### src/inc/ebp_pkg.sv
package ebp_pkg;
    // port geometry
    localparam int unsigned PIN_COUNT = 8;
    localparam int unsigned ANALOG_PINS = 4;
    localparam int unsigned PWM_FIRST_PIN = 4;
    localparam int unsigned ADDR_W = 12;
    localparam int unsigned DATA_W = 32;

    // register byte addresses, one aligned word each
    localparam logic [11:0] OFS_PIN_LEVEL = 12'h000;
    localparam logic [11:0] OFS_OUTPUT_LATCH = 12'h004;
    localparam logic [11:0] OFS_PIN_DIRECTION = 12'h008;
    localparam logic [11:0] OFS_NEIGHBOUR_DIR = 12'h00C;
    localparam logic [11:0] OFS_ALT_CONFIG = 12'h010;

    // register index produced by the decoder
    typedef enum logic [2:0] {
        EBP_REG_PIN_LEVEL,
        EBP_REG_OUTPUT_LATCH,
        EBP_REG_PIN_DIRECTION,
        EBP_REG_NEIGHBOUR_DIR,
        EBP_REG_ALT_CONFIG,
        EBP_REG_NONE
    } ebp_reg_t;

    // neighbour direction register fields
    localparam int unsigned NDIR_INPUT_FULL_BIT = 7;
    localparam int unsigned NDIR_OUTPUT_FULL_BIT = 6;
    localparam int unsigned NDIR_OVERFLOW_BIT = 5;
    localparam int unsigned NDIR_HOST_ENABLE_BIT = 4;
    localparam int unsigned NDIR_DIR_W = 3;

    // alternate function config fields
    localparam int unsigned ALT_ANALOG_SEL_BIT = 0;

    // reset values
    localparam logic [7:0] PIN_DIRECTION_RST = 8'hFF;
    localparam logic [7:0] OUTPUT_LATCH_RST = 8'h00;
    localparam logic [2:0] NEIGHBOUR_DIR_RST = 3'h7;
    localparam logic HOST_ENABLE_RST = 1'b0;
    localparam logic ANALOG_SEL_RST = 1'b1;
endpackage : ebp_pkg

### src/inc/ebp_pin_if.sv
`timescale 1ns/1ps
interface ebp_pin_if;
    logic [7:0] dir;
    logic [7:0] latch;
    logic host_active;
    logic host_drive;
    logic [7:0] host_dout;
    logic [3:0] pwm_own;
    logic [3:0] pwm_val;
    logic analog_sel;
    logic [7:0] pad_level;
    logic [7:0] drive_en;
    logic [7:0] drive_val;
    logic [7:0] digital_in;

    // register side steers, pin mux answers
    modport ctl (output dir, latch, host_active, host_drive, host_dout, pwm_own, pwm_val,
                 analog_sel, pad_level, input drive_en, drive_val, digital_in);
    modport mux (input dir, latch, host_active, host_drive, host_dout, pwm_own, pwm_val,
                 analog_sel, pad_level, output drive_en, drive_val, digital_in);
endinterface : ebp_pin_if

### src/core/ebp_port.sv
// Our own choices: the APB slave port and the placing of the registers.
`timescale 1ns/1ps
// Overview of operation
// - a direction bit of one turns that pin's driver off so the pin is an input.
// - a direction bit of zero drives the pin from its output latch bit.
// - the output latch is its own register and reads return the latch, not the pins.
// - eight pins each have their own direction bit and work independently.
// - the parallel slave enable bit (bit 4 of the neighbour direction register) makes
//      the whole port a host data port.
// - while the parallel slave port is active it owns every pin whatever the direction bits say.
// - dual or quad pwm output mode switches the parallel slave functions off.
// - pins 0 to 3 read as zero while the analog comparator input is selected.
// - after reset pins 0 to 3 have the comparator input selected and direction bits set.
// - after reset every direction bit is set so all pins are inputs.
// - pins 4 to 7 carry pwm channels a to d, which drive only once software clears direction.
// - the neighbour direction register holds input full, output full, overflow and enable.
module ebp_port #(
    parameter int unsigned ADDR_W = ebp_pkg::ADDR_W
) (
    // clock and reset
    input wire logic pclk,
    input wire logic presetn,
    // apb slave
    input wire logic psel,
    input wire logic penable,
    input wire logic pwrite,
    input wire logic [ADDR_W-1:0] paddr,
    input wire logic [31:0] pwdata,
    output logic [31:0] prdata,
    output logic pready,
    output logic pslverr,
    // port pins, driven while pad_oe_n is low
    input wire logic [7:0] pad_in,
    output logic [7:0] pad_out,
    output logic [7:0] pad_oe_n,
    // parallel slave handshake block
    input wire logic host_drive_en,
    input wire logic [7:0] host_out_data,
    input wire logic input_full_flag,
    input wire logic output_full_flag,
    input wire logic input_overflow_set,
    output logic [7:0] host_in_data,
    output logic parallel_slave_active,
    // enhanced pwm generator
    input wire logic pwm_channel_a,
    input wire logic pwm_channel_b,
    input wire logic pwm_channel_c,
    input wire logic pwm_channel_d,
    input wire logic [3:0] pwm_owns_pin,
    input wire logic pwm_multi_output,
    // comparator inputs and neighbour port
    output logic comparator_one_plus,
    output logic comparator_one_minus,
    output logic comparator_two_plus,
    output logic comparator_two_minus,
    output logic [2:0] neighbour_dir
);
    // registers
    logic [7:0] pin_direction_q;
    logic [7:0] output_latch_q;
    logic [2:0] neighbour_dir_q;
    logic parallel_slave_enable_q;
    logic input_overflow_q;
    logic analog_sel_q;
    logic [31:0] prdata_q;
    logic [7:0] pad_out_q;
    logic [7:0] pad_oe_n_q;
    logic [7:0] host_in_q;
    logic [3:0] comp_q;

    // decoded bus view
    ebp_pkg::ebp_reg_t reg_sel;
    logic setup_read;
    logic access_write;
    logic access_miss;
    logic [7:0] wbyte;
    logic [7:0] ndir_read;
    logic host_active;

    // carrier toward the pin mux
    ebp_pin_if pin ();

    ebp_apb_decode u_decode (
        .psel(psel),
        .penable(penable),
        .pwrite(pwrite),
        .paddr(paddr[11:0]),
        .reg_sel(reg_sel),
        .setup_read(setup_read),
        .access_write(access_write),
        .access_miss(access_miss)
    );

    ebp_pin_mux u_mux (
        .pin(pin)
    );

    // narrow registers take the low byte only
    assign wbyte = pwdata[7:0];

    // multi-output pwm needs pins the parallel slave would otherwise own
    assign host_active = parallel_slave_enable_q && !pwm_multi_output;

    // steer the pin mux from the register state
    assign pin.dir = pin_direction_q;
    assign pin.latch = output_latch_q;
    assign pin.host_active = host_active;
    assign pin.host_drive = host_drive_en;
    assign pin.host_dout = host_out_data;
    assign pin.pwm_own = pwm_owns_pin;
    assign pin.pwm_val = {pwm_channel_d, pwm_channel_c, pwm_channel_b, pwm_channel_a};
    assign pin.analog_sel = analog_sel_q;
    assign pin.pad_level = pad_in;

    // direction register: one bit per pin, all inputs out of reset
    always_ff @(posedge pclk or negedge presetn) begin
        if (!presetn) begin
            pin_direction_q <= ebp_pkg::PIN_DIRECTION_RST;
        end else if (access_write && reg_sel == ebp_pkg::EBP_REG_PIN_DIRECTION) begin
            pin_direction_q <= wbyte;
        end
    end

    // output latch: written through either the latch or the pin level address
    always_ff @(posedge pclk or negedge presetn) begin
        if (!presetn) begin
            output_latch_q <= ebp_pkg::OUTPUT_LATCH_RST;
        end else if (access_write && (reg_sel == ebp_pkg::EBP_REG_OUTPUT_LATCH
                                      || reg_sel == ebp_pkg::EBP_REG_PIN_LEVEL)) begin
            output_latch_q <= wbyte;
        end
    end

    // neighbour direction bits and parallel slave enable
    always_ff @(posedge pclk or negedge presetn) begin
        if (!presetn) begin
            neighbour_dir_q <= ebp_pkg::NEIGHBOUR_DIR_RST;
            parallel_slave_enable_q <= ebp_pkg::HOST_ENABLE_RST;
        end else if (access_write && reg_sel == ebp_pkg::EBP_REG_NEIGHBOUR_DIR) begin
            neighbour_dir_q <= wbyte[ebp_pkg::NDIR_DIR_W-1:0];
            parallel_slave_enable_q <= wbyte[ebp_pkg::NDIR_HOST_ENABLE_BIT];
        end
    end

    // overflow is sticky; software clears it by writing zero, a new overflow wins
    always_ff @(posedge pclk or negedge presetn) begin
        if (!presetn) begin
            input_overflow_q <= 1'b0;
        end else if (input_overflow_set) begin
            input_overflow_q <= 1'b1;
        end else if (access_write && reg_sel == ebp_pkg::EBP_REG_NEIGHBOUR_DIR
                     && !wbyte[ebp_pkg::NDIR_OVERFLOW_BIT]) begin
            input_overflow_q <= 1'b0;
        end
    end

    // analog comparator selection for pins 0 to 3
    always_ff @(posedge pclk or negedge presetn) begin
        if (!presetn) begin
            analog_sel_q <= ebp_pkg::ANALOG_SEL_RST;
        end else if (access_write && reg_sel == ebp_pkg::EBP_REG_ALT_CONFIG) begin
            analog_sel_q <= wbyte[ebp_pkg::ALT_ANALOG_SEL_BIT];
        end
    end

    // flags in the upper nibble, direction bits below, bit 3 reads zero
    always_comb begin
        ndir_read = {5'h00, neighbour_dir_q};
        ndir_read[ebp_pkg::NDIR_INPUT_FULL_BIT] = input_full_flag;
        ndir_read[ebp_pkg::NDIR_OUTPUT_FULL_BIT] = output_full_flag;
        ndir_read[ebp_pkg::NDIR_OVERFLOW_BIT] = input_overflow_q;
        ndir_read[ebp_pkg::NDIR_HOST_ENABLE_BIT] = parallel_slave_enable_q;
    end

    // read data sampled in the setup phase; a write in the same access is not seen
    always_ff @(posedge pclk or negedge presetn) begin
        if (!presetn) begin
            prdata_q <= 32'h00000000;
        end else if (setup_read) begin
            unique case (reg_sel)
                ebp_pkg::EBP_REG_PIN_LEVEL: prdata_q <= {24'h000000, pin.digital_in};
                ebp_pkg::EBP_REG_OUTPUT_LATCH: prdata_q <= {24'h000000, output_latch_q};
                ebp_pkg::EBP_REG_PIN_DIRECTION: prdata_q <= {24'h000000, pin_direction_q};
                ebp_pkg::EBP_REG_NEIGHBOUR_DIR: prdata_q <= {24'h000000, ndir_read};
                ebp_pkg::EBP_REG_ALT_CONFIG: prdata_q <= {31'h00000000, analog_sel_q};
                ebp_pkg::EBP_REG_NONE: prdata_q <= 32'h00000000;
            endcase
        end
    end

    // zero wait state slave; misses answer with an error and read zero
    assign pready = 1'b1;
    assign pslverr = access_miss;
    assign prdata = prdata_q;

    // pins come out of flops so the pads never see decode glitches
    always_ff @(posedge pclk or negedge presetn) begin
        if (!presetn) begin
            pad_out_q <= 8'h00;
            pad_oe_n_q <= 8'hFF;
        end else begin
            pad_out_q <= pin.drive_val;
            pad_oe_n_q <= ~pin.drive_en;
        end
    end

    // host data and comparator levels, one flop behind the pins
    always_ff @(posedge pclk or negedge presetn) begin
        if (!presetn) begin
            host_in_q <= 8'h00;
            comp_q <= 4'h0;
        end else begin
            host_in_q <= pad_in;
            comp_q <= analog_sel_q ? pad_in[3:0] : 4'h0;
        end
    end

    // outputs
    assign pad_out = pad_out_q;
    assign pad_oe_n = pad_oe_n_q;
    assign host_in_data = host_in_q;
    assign parallel_slave_active = host_active;
    assign comparator_one_plus = comp_q[0];
    assign comparator_one_minus = comp_q[1];
    assign comparator_two_plus = comp_q[2];
    assign comparator_two_minus = comp_q[3];
    assign neighbour_dir = neighbour_dir_q;
endmodule : ebp_port

### src/core/ebp_pin_mux.sv
`timescale 1ns/1ps
module ebp_pin_mux (
    // control and pin view
    ebp_pin_if.mux pin
);
    // one slice per pin; parallel slave beats pwm beats the plain latch path
    for (genvar i = 0; i < ebp_pkg::PIN_COUNT; i++) begin : g_pin
        logic pwm_here;
        logic pwm_bit;
        logic analog_here;
        // channel index only formed where it exists, so low pins never index below zero
        if (i >= ebp_pkg::PWM_FIRST_PIN) begin : g_pwm
            assign pwm_here = pin.pwm_own[i - ebp_pkg::PWM_FIRST_PIN];
            assign pwm_bit = pin.pwm_val[i - ebp_pkg::PWM_FIRST_PIN];
        end else begin : g_nopwm
            assign pwm_here = 1'b0;
            assign pwm_bit = 1'b0;
        end
        assign analog_here = (i < ebp_pkg::ANALOG_PINS) && pin.analog_sel;
        // parallel slave ignores the direction bit entirely
        assign pin.drive_en[i] = pin.host_active ? pin.host_drive : ~pin.dir[i];
        assign pin.drive_val[i] = pin.host_active ? pin.host_dout[i] :
                                  pwm_here ? pwm_bit :
                                  pin.latch[i];
        // analog pins read low on the digital side
        assign pin.digital_in[i] = analog_here ? 1'b0 : pin.pad_level[i];
    end
endmodule : ebp_pin_mux

### src/core/ebp_apb_decode.sv
`timescale 1ns/1ps
module ebp_apb_decode (
    // bus request
    input wire logic psel,
    input wire logic penable,
    input wire logic pwrite,
    input wire logic [11:0] paddr,
    // decoded view
    output ebp_pkg::ebp_reg_t reg_sel,
    output logic setup_read,
    output logic access_write,
    output logic access_miss
);
    // word decode; low address bits are ignored since every register is one word
    always_comb begin
        unique case ({paddr[11:2], 2'b00})
            ebp_pkg::OFS_PIN_LEVEL: reg_sel = ebp_pkg::EBP_REG_PIN_LEVEL;
            ebp_pkg::OFS_OUTPUT_LATCH: reg_sel = ebp_pkg::EBP_REG_OUTPUT_LATCH;
            ebp_pkg::OFS_PIN_DIRECTION: reg_sel = ebp_pkg::EBP_REG_PIN_DIRECTION;
            ebp_pkg::OFS_NEIGHBOUR_DIR: reg_sel = ebp_pkg::EBP_REG_NEIGHBOUR_DIR;
            ebp_pkg::OFS_ALT_CONFIG: reg_sel = ebp_pkg::EBP_REG_ALT_CONFIG;
            default: reg_sel = ebp_pkg::EBP_REG_NONE;
        endcase
    end

    // read data is captured in setup so it can leave a flop in access
    assign setup_read = psel && !penable && !pwrite;
    assign access_write = psel && penable && pwrite && (reg_sel != ebp_pkg::EBP_REG_NONE);
    assign access_miss = psel && penable && (reg_sel == ebp_pkg::EBP_REG_NONE);
endmodule : ebp_apb_decode

### config.mk
export PLATFORM = sky130hd
export DESIGN_NAME = ebp_port
export DESIGN_NICKNAME = d
export VERILOG_FILES = /design/src/inc/ebp_pkg.sv /design/src/inc/ebp_pin_if.sv /design/src/core/ebp_port.sv /design/src/core/ebp_pin_mux.sv /design/src/core/ebp_apb_decode.sv
export SDC_FILE = /design/constraint.sdc
export NUM_CORES = 1
export LEC_CHECK = 0
export BUFFER_PORTS_ARGS = -buffer_cell sky130_fd_sc_hd__buf_4
export CORE_MARGIN = 10
export CORE_UTILIZATION = 23
export CTS_CLUSTER_SIZE = 30
export DETAILED_ROUTE_END_ITERATION = 6
export PLACE_DENSITY = 0.58
export SLEW_MARGIN = 0
export SYNTH_ARGS = -nofsm -noshare
export SYNTH_HDL_FRONTEND = slang
export SYNTH_HIERARCHICAL = 1
export SYNTH_SLANG_ARGS = --single-unit
### constraint.sdc
create_clock -name pclk -period 1.1 [get_ports pclk]
set_input_delay 0.165 -clock pclk [delete_from_list [all_inputs] [get_ports pclk]]
set_output_delay 0.165 -clock pclk [all_outputs]
set_load 0.005 [all_outputs]
==> flow_summary.json, run 1 <==
{
  "rsz0062_at_grt": "true",
  "h-tree-depth": 3,
  "die_h_um": 129.6,
  "post-route-period-util_pct": 136.8,
  "syn-cell-area_mm2": 0.002761,
  "arrival_ns": 1.75,
  "worst_setup_path_start_kind": "input port",
  "drc": 0,
  "gp_congestion": 0.7822,
  "synth.avg_cell_area_um2": 11.27,
  "ir_worst_vdd_mv": 0.7155,
  "ctsRootBufferMaster": "clkbuf_16",
  "track_usage_pct": 10.46,
  "multi_input_area_mm2": 0.001269,
  "worstPathMaxFanout": 8,
  "fin_util_pct": 39.45,
  "drive_gt1_share_pct": 59.02,
  "grt_max_degree": 31,
  "dr_total_vias": 2270,
  "n_fill_cell": 1113,
  "cp-startpoint": "paddr[5]",
  "critical_path_class": "in -> reg",
  "ff2ff_setup_slack_ns": -0.08,
  "wire_per_inst_um": 16.78,
  "cts_tree": "yes",
  "clock_latency_ns": 0.33,
  "diodes": 0,
  "grt_overflow": 0,
  "worstSetupEndpointType": "register",
  "ys_types": 39,
  "synth-edff-count": 0,
  "violations": "setup timing",
  "crit_required_ns": 1.35,
  "cts_sinks": 58,
  "timing.final.max_slew_violations": 0,
  "rows": 39,
  "max_clock_freq_mhz": 664.5,
  "ios": 144,
  "synth_warnings": 6,
  "ys_top_cells_by_area": "dfrtp_1, dfstp_2, buf_4",
  "numCtsBuffers": 9,
  "hpwl_um": 6641,
  "start_util_pct": 23.88,
  "max-cap-violations": 0,
  "final-hold-violation-count": 0,
  "skew_ns": 0.009077,
  "synth_top_area_share_pct": 34.44,
  "grt_pass1_wl_um": 13550,
  "regArea_mm2": 0.001476,
  "synthTopCellsByCount": "dfrtp_1, buf_4, dfstp_2, mux2_2",
  "die-width_um": 129.6,
  "antenna_found_initial": 0,
  "dr.pass1.iters": 4,
  "post-route-min-period_ns": 1.505,
  "numPortBuffers": 92,
  "hp-class": "in -> reg",
  "setup_viol": 50,
  "final.setup.tns_ns": -10.34,
  "antenna_left": 0,
  "viasPerCell": 4.275,
  "synth.most_common_cell": "dfrtp_1",
  "core_area_mm2": 0.01156,
  "yosysTopAreaCell": "dfrtp_1",
  "setup_ws_ns": -0.4049,
  "area_delta_synth_final_pct": 65.20,
  "die_area_mm2": 0.01679,
  "ys_ff_latch": 58,
  "reg2reg_from": "analog_sel_q$_DFFE_PN1P_",
  "leakage_nw": 2.165,
  "ys.flop_type": "dfrtp_1",
  "reg2reg_to": "prdata[3]$_DFFE_PN0P_",
  "hp-start": "input_overflow_set",
  "hold_path_end": "input_overflow_q$_DFFE_PN0P_",
  "async_reset_ff_share_pct": 100.0,
  "syn_inst": 245,
  "grt_pass1_vias": 2489,
  "status": "finished, violations left",
  "final_nets": 461,
  "p_per_area_mw_per_mm2": 1249,
  "wl_um": 8912,
  "clk_path_buf_depth": 2,
  "drtIter0Drc": 132,
  "r2r_cells": 4,
  "min_path_cells": 2,
  "synth_seq_area_share_pct": 53.47,
  "clk_pin_slew_ns": 0.05
}
stage by stage:
stage | power, mW | instance area (um^2) | setup slack [ns] | instances | hold slack (ns)
after detailed placement | 2.783 | 3679 | -0.7232 | 491 | 0.07607
after CTS | 5.758 | 4438 | -0.3474 | 529 | 0.03352
after floorplan | 2.468 | 2859 | -0.5015 | 268 | -0.1306
after global routing | 5.946 | 4562 | -0.4684 | 531 | 0.04984
after global placement | 2.767 | 3679 | -0.6839 | 491 | 0.06859
final | 5.697 | 4562 | -0.4049 | 531 | 0.03808
worst max path at each step:
stage / slack [ns] / to / cells past startpoint
finish: -0.40 / pin.dir[7]$_DFFE_PN1P_ / 6
global route: -0.47 / pin.dir[7]$_DFFE_PN1P_ / 6
CTS: -0.35 / pin.dir[7]$_DFFE_PN1P_ / 6
detailed placement: -0.72 / pin.dir[7]$_DFFE_PN1P_ / 6
global placement: -0.68 / pin.dir[5]$_DFFE_PN1P_ / 6
floorplan: -0.50 / pin.dir[0]$_DFFE_PN1P_ / 5
cells by family (layout without fill, tap and decap cells):
logic type | after synthesis | count (layout) | synth area share (%)
flip-flops | 58 | 58 | 53.47
AO/OA/AOI/OAI | 46 | 46 | 9.787
AND/OR/NAND/NOR | 54 | 54 | 11.65
multiplexers | 31 | 31 | 12.32
buffers and inverters | 54 | 174 | 12.51
other | 2 | 25 | 0.2720
critical path: stages:
cell	delay, ns
buf_6	0.10
nor4_4	0.35
and4b_1	0.26
nor4bb_2	0.30
buf_4	0.26
mux2_4	0.32
per-layer routing:
layer / part of all wire (%) / track usage (%)
met5: 0 / 0
met4: 1.8 / 4.299
met3: 10 / 4.772
met2: 48 / 17.15
met1: 40 / 11.56
cell usage in the layout (no fill, tap or decap), drive strengths merged, types with 2 or more instances in the layout:
master	count
a211oi	5
a21oi	16
a31oi	3
and2	5
buf	134
clkbuf	12
clkinv	3
conb	25
dfrtp	38
dfstp	20
dlygate4sd3	9
inv	15
mux2	21
mux2i	10
nand2	14
nand2b	2
nor2	8
nor2b	7
nor3	5
nor3b	2
nor4bb	2
o21ai	14
o22ai	7
state kept, by name, indices dropped and copies added, names as in the netlist:
register and count:
pin.dir 8, pad_oe_n 8, pad_out 8, analog_sel_q 1, prdata 8, neighbour_dir 3, input_overflow_q 1, output_latch_q 8
parallel_slave_enable_q 1, comp_q 4, host_in_data 8
where the power goes:
part           internal, mW  switching [mW]  leakage, nW
clock                  1.94           0.943        0.158
combinational         0.317           0.243         1.37
sequential             2.21          0.0383        0.640
total                  4.47            1.22         2.17
area by class of cell:
class                      instances  share of cell area, %
sequential                        58                  32.36
multi-input combinational        156                  27.81
timing repair buffer             143                  27.56
clock buffer                      12                  5.869
tap                              143                  3.922
inverter                          15                  1.399
clock inverter                     4                  1.070
repair_timing:
action                                 CTS  global route
endpoints found under the hold margin   24             0
gates cloned                             1             0
pin swaps                                9             5
gates resized for setup                 73            30
setup buffers                           12             4
setup endpoints to repair               49            59
hold buffers                             9             0
No activity file was read; power rests on OpenSTA's default activity.
==> inputs of run 2 (changes only) <==
--- a/config.mk
+++ b/config.mk
@@ -11,6 +11,7 @@
 export CTS_CLUSTER_SIZE = 30
 export DETAILED_ROUTE_END_ITERATION = 6
 export PLACE_DENSITY = 0.58
+export REMOVE_ABC_BUFFERS = 1
 export SLEW_MARGIN = 0
 export SYNTH_ARGS = -nofsm -noshare
 export SYNTH_HDL_FRONTEND = slang
==> run 2 against run 1 <==
The run still ends with setup timing left. Combinational power up 1%. Sequential share of layout area is 0.75 points higher. Cell area is 2.3% lower. Global-route usage fell by 0.14 points. Clock skew fell by 0.0038 ns. Die area unchanged. First-iteration DRC count is 30% lower. Highest routed layer unchanged. Total power decreased by 2.8%. Final cell count fell by 0.94%. Critical path type unchanged.
==> flow_summary.json, run 2 (synthesized netlist as in run 1, its figures left out) <==
{
  "cts_tree": "yes",
  "wire_per_inst_um": 16.74,
  "hp-class": "in -> reg",
  "p_per_area_mw_per_mm2": 1242,
  "wl_um": 8805,
  "area_delta_synth_final_pct": 61.44,
  "viasPerCell": 4.243,
  "diodes": 0,
  "worst_setup_path_start_kind": "input port",
  "place_inst": 485,
  "status": "finished, violations left",
  "grt_max_degree": 23,
  "final.setup.tns_ns": -10.69,
  "layout_commonest_cell": "buf_4",
  "clock_latency_ns": 0.32,
  "die_h_um": 129.6,
  "die_area_mm2": 0.01679,
  "n_fill_cell": 1128,
  "gp_congestion": 0.8106,
  "max_stage_delay_ns": 0.37,
  "grt_overflow": 0,
  "dr_total_vias": 2232,
  "cts_sinks": 58,
  "fin_hold_ws_ns": 0.03702,
  "r2r_cells": 4,
  "clk_pin_slew_ns": 0.05,
  "hpwl_um": 6451,
  "crit_required_ns": 1.35,
  "finalPower_mw": 5.538,
  "final_cell_mix": "buf_4, dfrtp_1, buf_6, conb_1, dfstp_2",
  "rsz0062_at_grt": "true",
  "crit_top_cell": "buf_4",
  "final_area_mm2": 0.004458,
  "ir_worst_vdd_mv": 0.7224,
  "fin_util_pct": 38.55,
  "max-cap-violations": 0,
  "numPortBuffers": 92,
  "place_area_mm2": 0.003625,
  "worstSetupEndpointType": "register",
  "worstPathMaxFanout": 8,
  "dr.pass1.iters": 4,
  "post-route-min-period_ns": 1.539,
  "post-route-period-util_pct": 139.9,
  "fin_cells": 526,
  "setup_viol": 42,
  "drc": 0,
  "drive_gt1_share_pct": 59.27,
  "grt_pass1_wl_um": 13480,
  "antenna_found_initial": 0,
  "dp_slack_ns": -0.7889,
  "arrival_ns": 1.79,
  "track_usage_pct": 10.32,
  "die-width_um": 129.6,
  "final-hold-violation-count": 0,
  "antenna_left": 0,
  "grt_pass1_vias": 2464,
  "max_clock_freq_mhz": 649.6,
  "ctsRootBufferMaster": "clkbuf_16",
  "core_area_mm2": 0.01156,
  "h-tree-depth": 3,
  "rows": 39,
  "timing.final.max_slew_violations": 0,
  "setup_ws_ns": -0.4393,
  "crit_slowest_cell": "nor4_4",
  "ios": 144,
  "skew_ns": 0.005233,
  "critical_path_class": "in -> reg",
  "start_util_pct": 23.88,
  "clk_path_buf_depth": 2,
  "min_path_cells": 2,
  "path_cells": "buf_6 -> nor4_4 -> buf_4 -> nand3_4 -> nor4bb_2 -> buf_4 -> mux2_4",
  "violations": "setup timing",
  "numCtsBuffers": 9,
  "leakage_nw": 2.116,
  "final_nets": 456,
  "drtIter0Drc": 93
}
## run 2: repair_timing
action,in CTS,in global routing
hold buffers,9,0
endpoints found under the setup margin,54,56
cloned,2,0
hold endpoints to repair,23,0
setup buffers,16,0
gates resized for setup,77,20
pin swaps,19,10
## run 2: worst max-delay path: cells and delay by family
family | cells | cell delay [ns]
and+or+nand+nor | 3 | 0.75
buffers and inverters | 3 | 0.54
muxes | 1 | 0.32
## run 2: metal layers
metal / track usage (%) / vias up / routed length [um]
li1: - / 1057 / -
met1: 11.71 / 1084 / 3397
met2: 16.67 / 82 / 4380
met3: 4.527 / 9 / 864
met4: 4.299 / 0 / 163
met5: 0 / - / 0
## run 2: final timing paths
| check | to | slack (ns) | start |
|---|---|---|---|
| max in group asynchronous | neighbour_dir[1]$_DFFE_PN1P_ | 0.33 | presetn |
| min reg2reg | input_overflow_q$_DFFE_PN0P_ | 0.49 | input_overflow_q$_DFFE_PN0P_ |
| max | pin.dir[4]$_DFFE_PN1P_ | -0.44 | paddr[8] |
| max reg2reg | prdata[3]$_DFFE_PN0P_ | -0.14 | analog_sel_q$_DFFE_PN1P_ |
| min in group asynchronous | parallel_slave_enable_q$_DFFE_PN0P_ | 0.28 | presetn |
| min | input_overflow_q$_DFFE_PN0P_ | 0.04 | input_overflow_set |
## run 2: layout make-up
type | count | area (um^2) | area share (%)
clock buffer | 13 | 250.2 | 5.613
multi-input combinational | 156 | 1257 | 28.21
timing repair buffer | 138 | 1196 | 26.83
clock inverter | 3 | 40.04 | 0.8981
tap | 143 | 178.9 | 4.013
sequential | 58 | 1476 | 33.12
inverter | 15 | 58.81 | 1.319
## run 2: power breakdown
| group | internal [mW] | total [mW] | switching [mW] |
|---|---|---|---|
| clock | 1.81 | 2.72 | 0.918 |
| sequential | 2.21 | 2.25 | 0.0360 |
| combinational | 0.322 | 0.568 | 0.246 |
==> inputs of run 3 (changes only) <==
--- a/config.mk
+++ b/config.mk
@@ -6,7 +6,7 @@
 export NUM_CORES = 1
 export LEC_CHECK = 0
 export BUFFER_PORTS_ARGS = -buffer_cell sky130_fd_sc_hd__buf_4
-export CORE_MARGIN = 10
+export CORE_MARGIN = 2
 export CORE_UTILIZATION = 23
 export CTS_CLUSTER_SIZE = 30
 export DETAILED_ROUTE_END_ITERATION = 6
==> run 3 against run 2 <==
Critical endpoint unchanged. Flip-flop and latch count unchanged. Count of clock-buffer cells in the layout grew 1. Via count hardly changed. Final cell count is 2.3% higher. The run still ends with setup timing left. Worst setup slack better by 0.060 ns. Hold slack better by 0.00099 ns.
==> flow_summary.json, run 3 (synthesized netlist as in run 1, its figures left out) <==
{
  "reg2reg_from": "parallel_slave_enable_q$_DFFE_PN0P_",
  "viasPerCell": 4.147,
  "core_area_mm2": 0.01186,
  "crit_top_cell": "buf_6",
  "final_cell_mix": "buf_4, dfrtp_1, buf_6, conb_1, dfstp_2",
  "h-tree-depth": 3,
  "diodes": 0,
  "max_clock_freq_mhz": 675.9,
  "numCtsBuffers": 9,
  "status": "finished, violations left",
  "skew_ns": 0.008366,
  "drive_gt1_share_pct": 61.13,
  "max-cap-violations": 0,
  "path_delay_family": "simple AND/OR/NAND/NOR gates",
  "worstSetupEndpointType": "register",
  "critPathBufInv": 3,
  "die-width_um": 113.6,
  "place_area_mm2": 0.003640,
  "final_area_mm2": 0.004602,
  "rows": 40,
  "start_util_pct": 23.28,
  "cts_tree": "yes",
  "fin_hold_ws_ns": 0.03802,
  "wl_um": 7969,
  "grt_pass1_wl_um": 12270,
  "area_delta_synth_final_pct": 66.65,
  "finalPower_mw": 5.584,
  "clock_latency_ns": 0.32,
  "leakage_nw": 2.202,
  "dr_total_vias": 2231,
  "ios": 144,
  "hp-start": "input_overflow_set",
  "path_cells": "buf_6 -> nor4_4 -> buf_4 -> nand3_4 -> nor4bb_4 -> buf_6 -> mux2_4",
  "rsz0062_at_grt": "true",
  "final_nets": 464,
  "die_area_mm2": 0.01290,
  "critical_path_class": "in -> reg",
  "layout_commonest_cell": "buf_4",
  "dr.pass1.iters": 4,
  "violations": "setup timing",
  "hpwl_um": 5507,
  "numPortBuffers": 92,
  "die_h_um": 113.6,
  "n_fill_cell": 1109,
  "fin_util_pct": 38.80,
  "crit_required_ns": 1.35,
  "track_usage_pct": 12.40,
  "p_per_area_mw_per_mm2": 1213,
  "ir_worst_vdd_mv": 0.6398,
  "grt_max_degree": 21,
  "gp_congestion": 0.7764,
  "crit_slowest_cell": "nor4_4",
  "post-route-period-util_pct": 134.5,
  "antenna_found_initial": 0,
  "clk_pin_slew_ns": 0.05,
  "antenna_left": 0,
  "setup_ws_ns": -0.3796,
  "wire_per_inst_um": 14.81,
  "post-route-min-period_ns": 1.480,
  "worstPathMaxFanout": 8,
  "timing.final.max_slew_violations": 0,
  "arrival_ns": 1.73,
  "cp-startpoint": "paddr[8]",
  "worst_setup_path_start_kind": "input port",
  "max_stage_delay_ns": 0.33,
  "clk_path_buf_depth": 2,
  "ctsRootBufferMaster": "clkbuf_16",
  "drtIter0Drc": 86,
  "drc": 0,
  "grt_pass1_vias": 2237,
  "cts_sinks": 58,
  "hp-class": "in -> reg",
  "grt_overflow": 0,
  "final-hold-violation-count": 0,
  "setup_viol": 43
}
## run 3: changes by cell type in the layout (fill, tap and decap cells not counted), moves of 3 or more
cell	change
a21oi_1	-4
a21oi_2	+3
buf_6	+4
o21ai_2	+3
## run 3: path summary, 6_finish.rpt
path,to,slack (ns),cells after the start
worst max-delay path,pin.dir[4]$_DFFE_PN1P_,-0.38,7
worst min-delay path,input_overflow_q$_DFFE_PN0P_,0.04,2
worst max register to register,pad_out[2]$_DFF_PN0_,-0.09,4
worst min register to register,pad_out[2]$_DFF_PN0_,0.50,1
max in group asynchronous,neighbour_dir[0]$_DFFE_PN1P_,0.36,3
min in group asynchronous,output_latch_q[2]$_DFFE_PN0P_,0.25,2
## run 3: repair_timing
item	4_1_cts	5_1_grt
pin swaps	11	12
endpoints found under the hold margin	26	0
setup endpoints to repair	54	59
gates resized for setup	64	52
gates cloned	3	1
buffers inserted	17	1
hold buffers	9	0
## run 3: cell type report
cell class,instances,area (um^2),area share [%]
Clock buffer,14,264.0,5.737
Inverter,15,58.81,1.278
Tap cell,147,183.9,3.997
Clock inverter,2,35.03,0.7613
Multi-Input combinational cell,156,1297,28.19
Sequential cell,58,1476,32.08
Timing Repair Buffer,146,1286,27.95
## run 3: power breakdown
part | internal, mW | total (mW) | leakage (nW) | switching (mW)
combinational | 0.323 | 0.563 | 1.41 | 0.240
clock | 1.87 | 2.77 | 0.147 | 0.898
sequential | 2.21 | 2.25 | 0.640 | 0.0402
total | 4.41 | 5.58 | 2.20 | 1.18
## run 3: metal layers
| layer | track usage [%] | wire [um] | vias up | part of all wire [%] |
|---|---|---|---|---|
| met1 | 14.32 | 3191 | 1082 | 40 |
| met2 | 20.88 | 4064 | 74 | 51 |
| met5 | 0 | 0 | - | 0 |
| met4 | 5.122 | 124 | 0 | 1.6 |
| li1 | - | - | 1066 | - |
| met3 | 4.516 | 588 | 9 | 7.4 |
## run 3: stage by stage
stage / cells / setup slack (ns) / setup TNS (ns)
after detailed placement: 492 / -0.8684 / -23.00
after global routing: 538 / -0.4359 / -12.44
after global placement: 492 / -0.7480 / -21.42
after CTS: 537 / -0.3574 / -9.427
after floorplan: 229 / -1.463 / -33.73
final: 538 / -0.3796 / -9.417
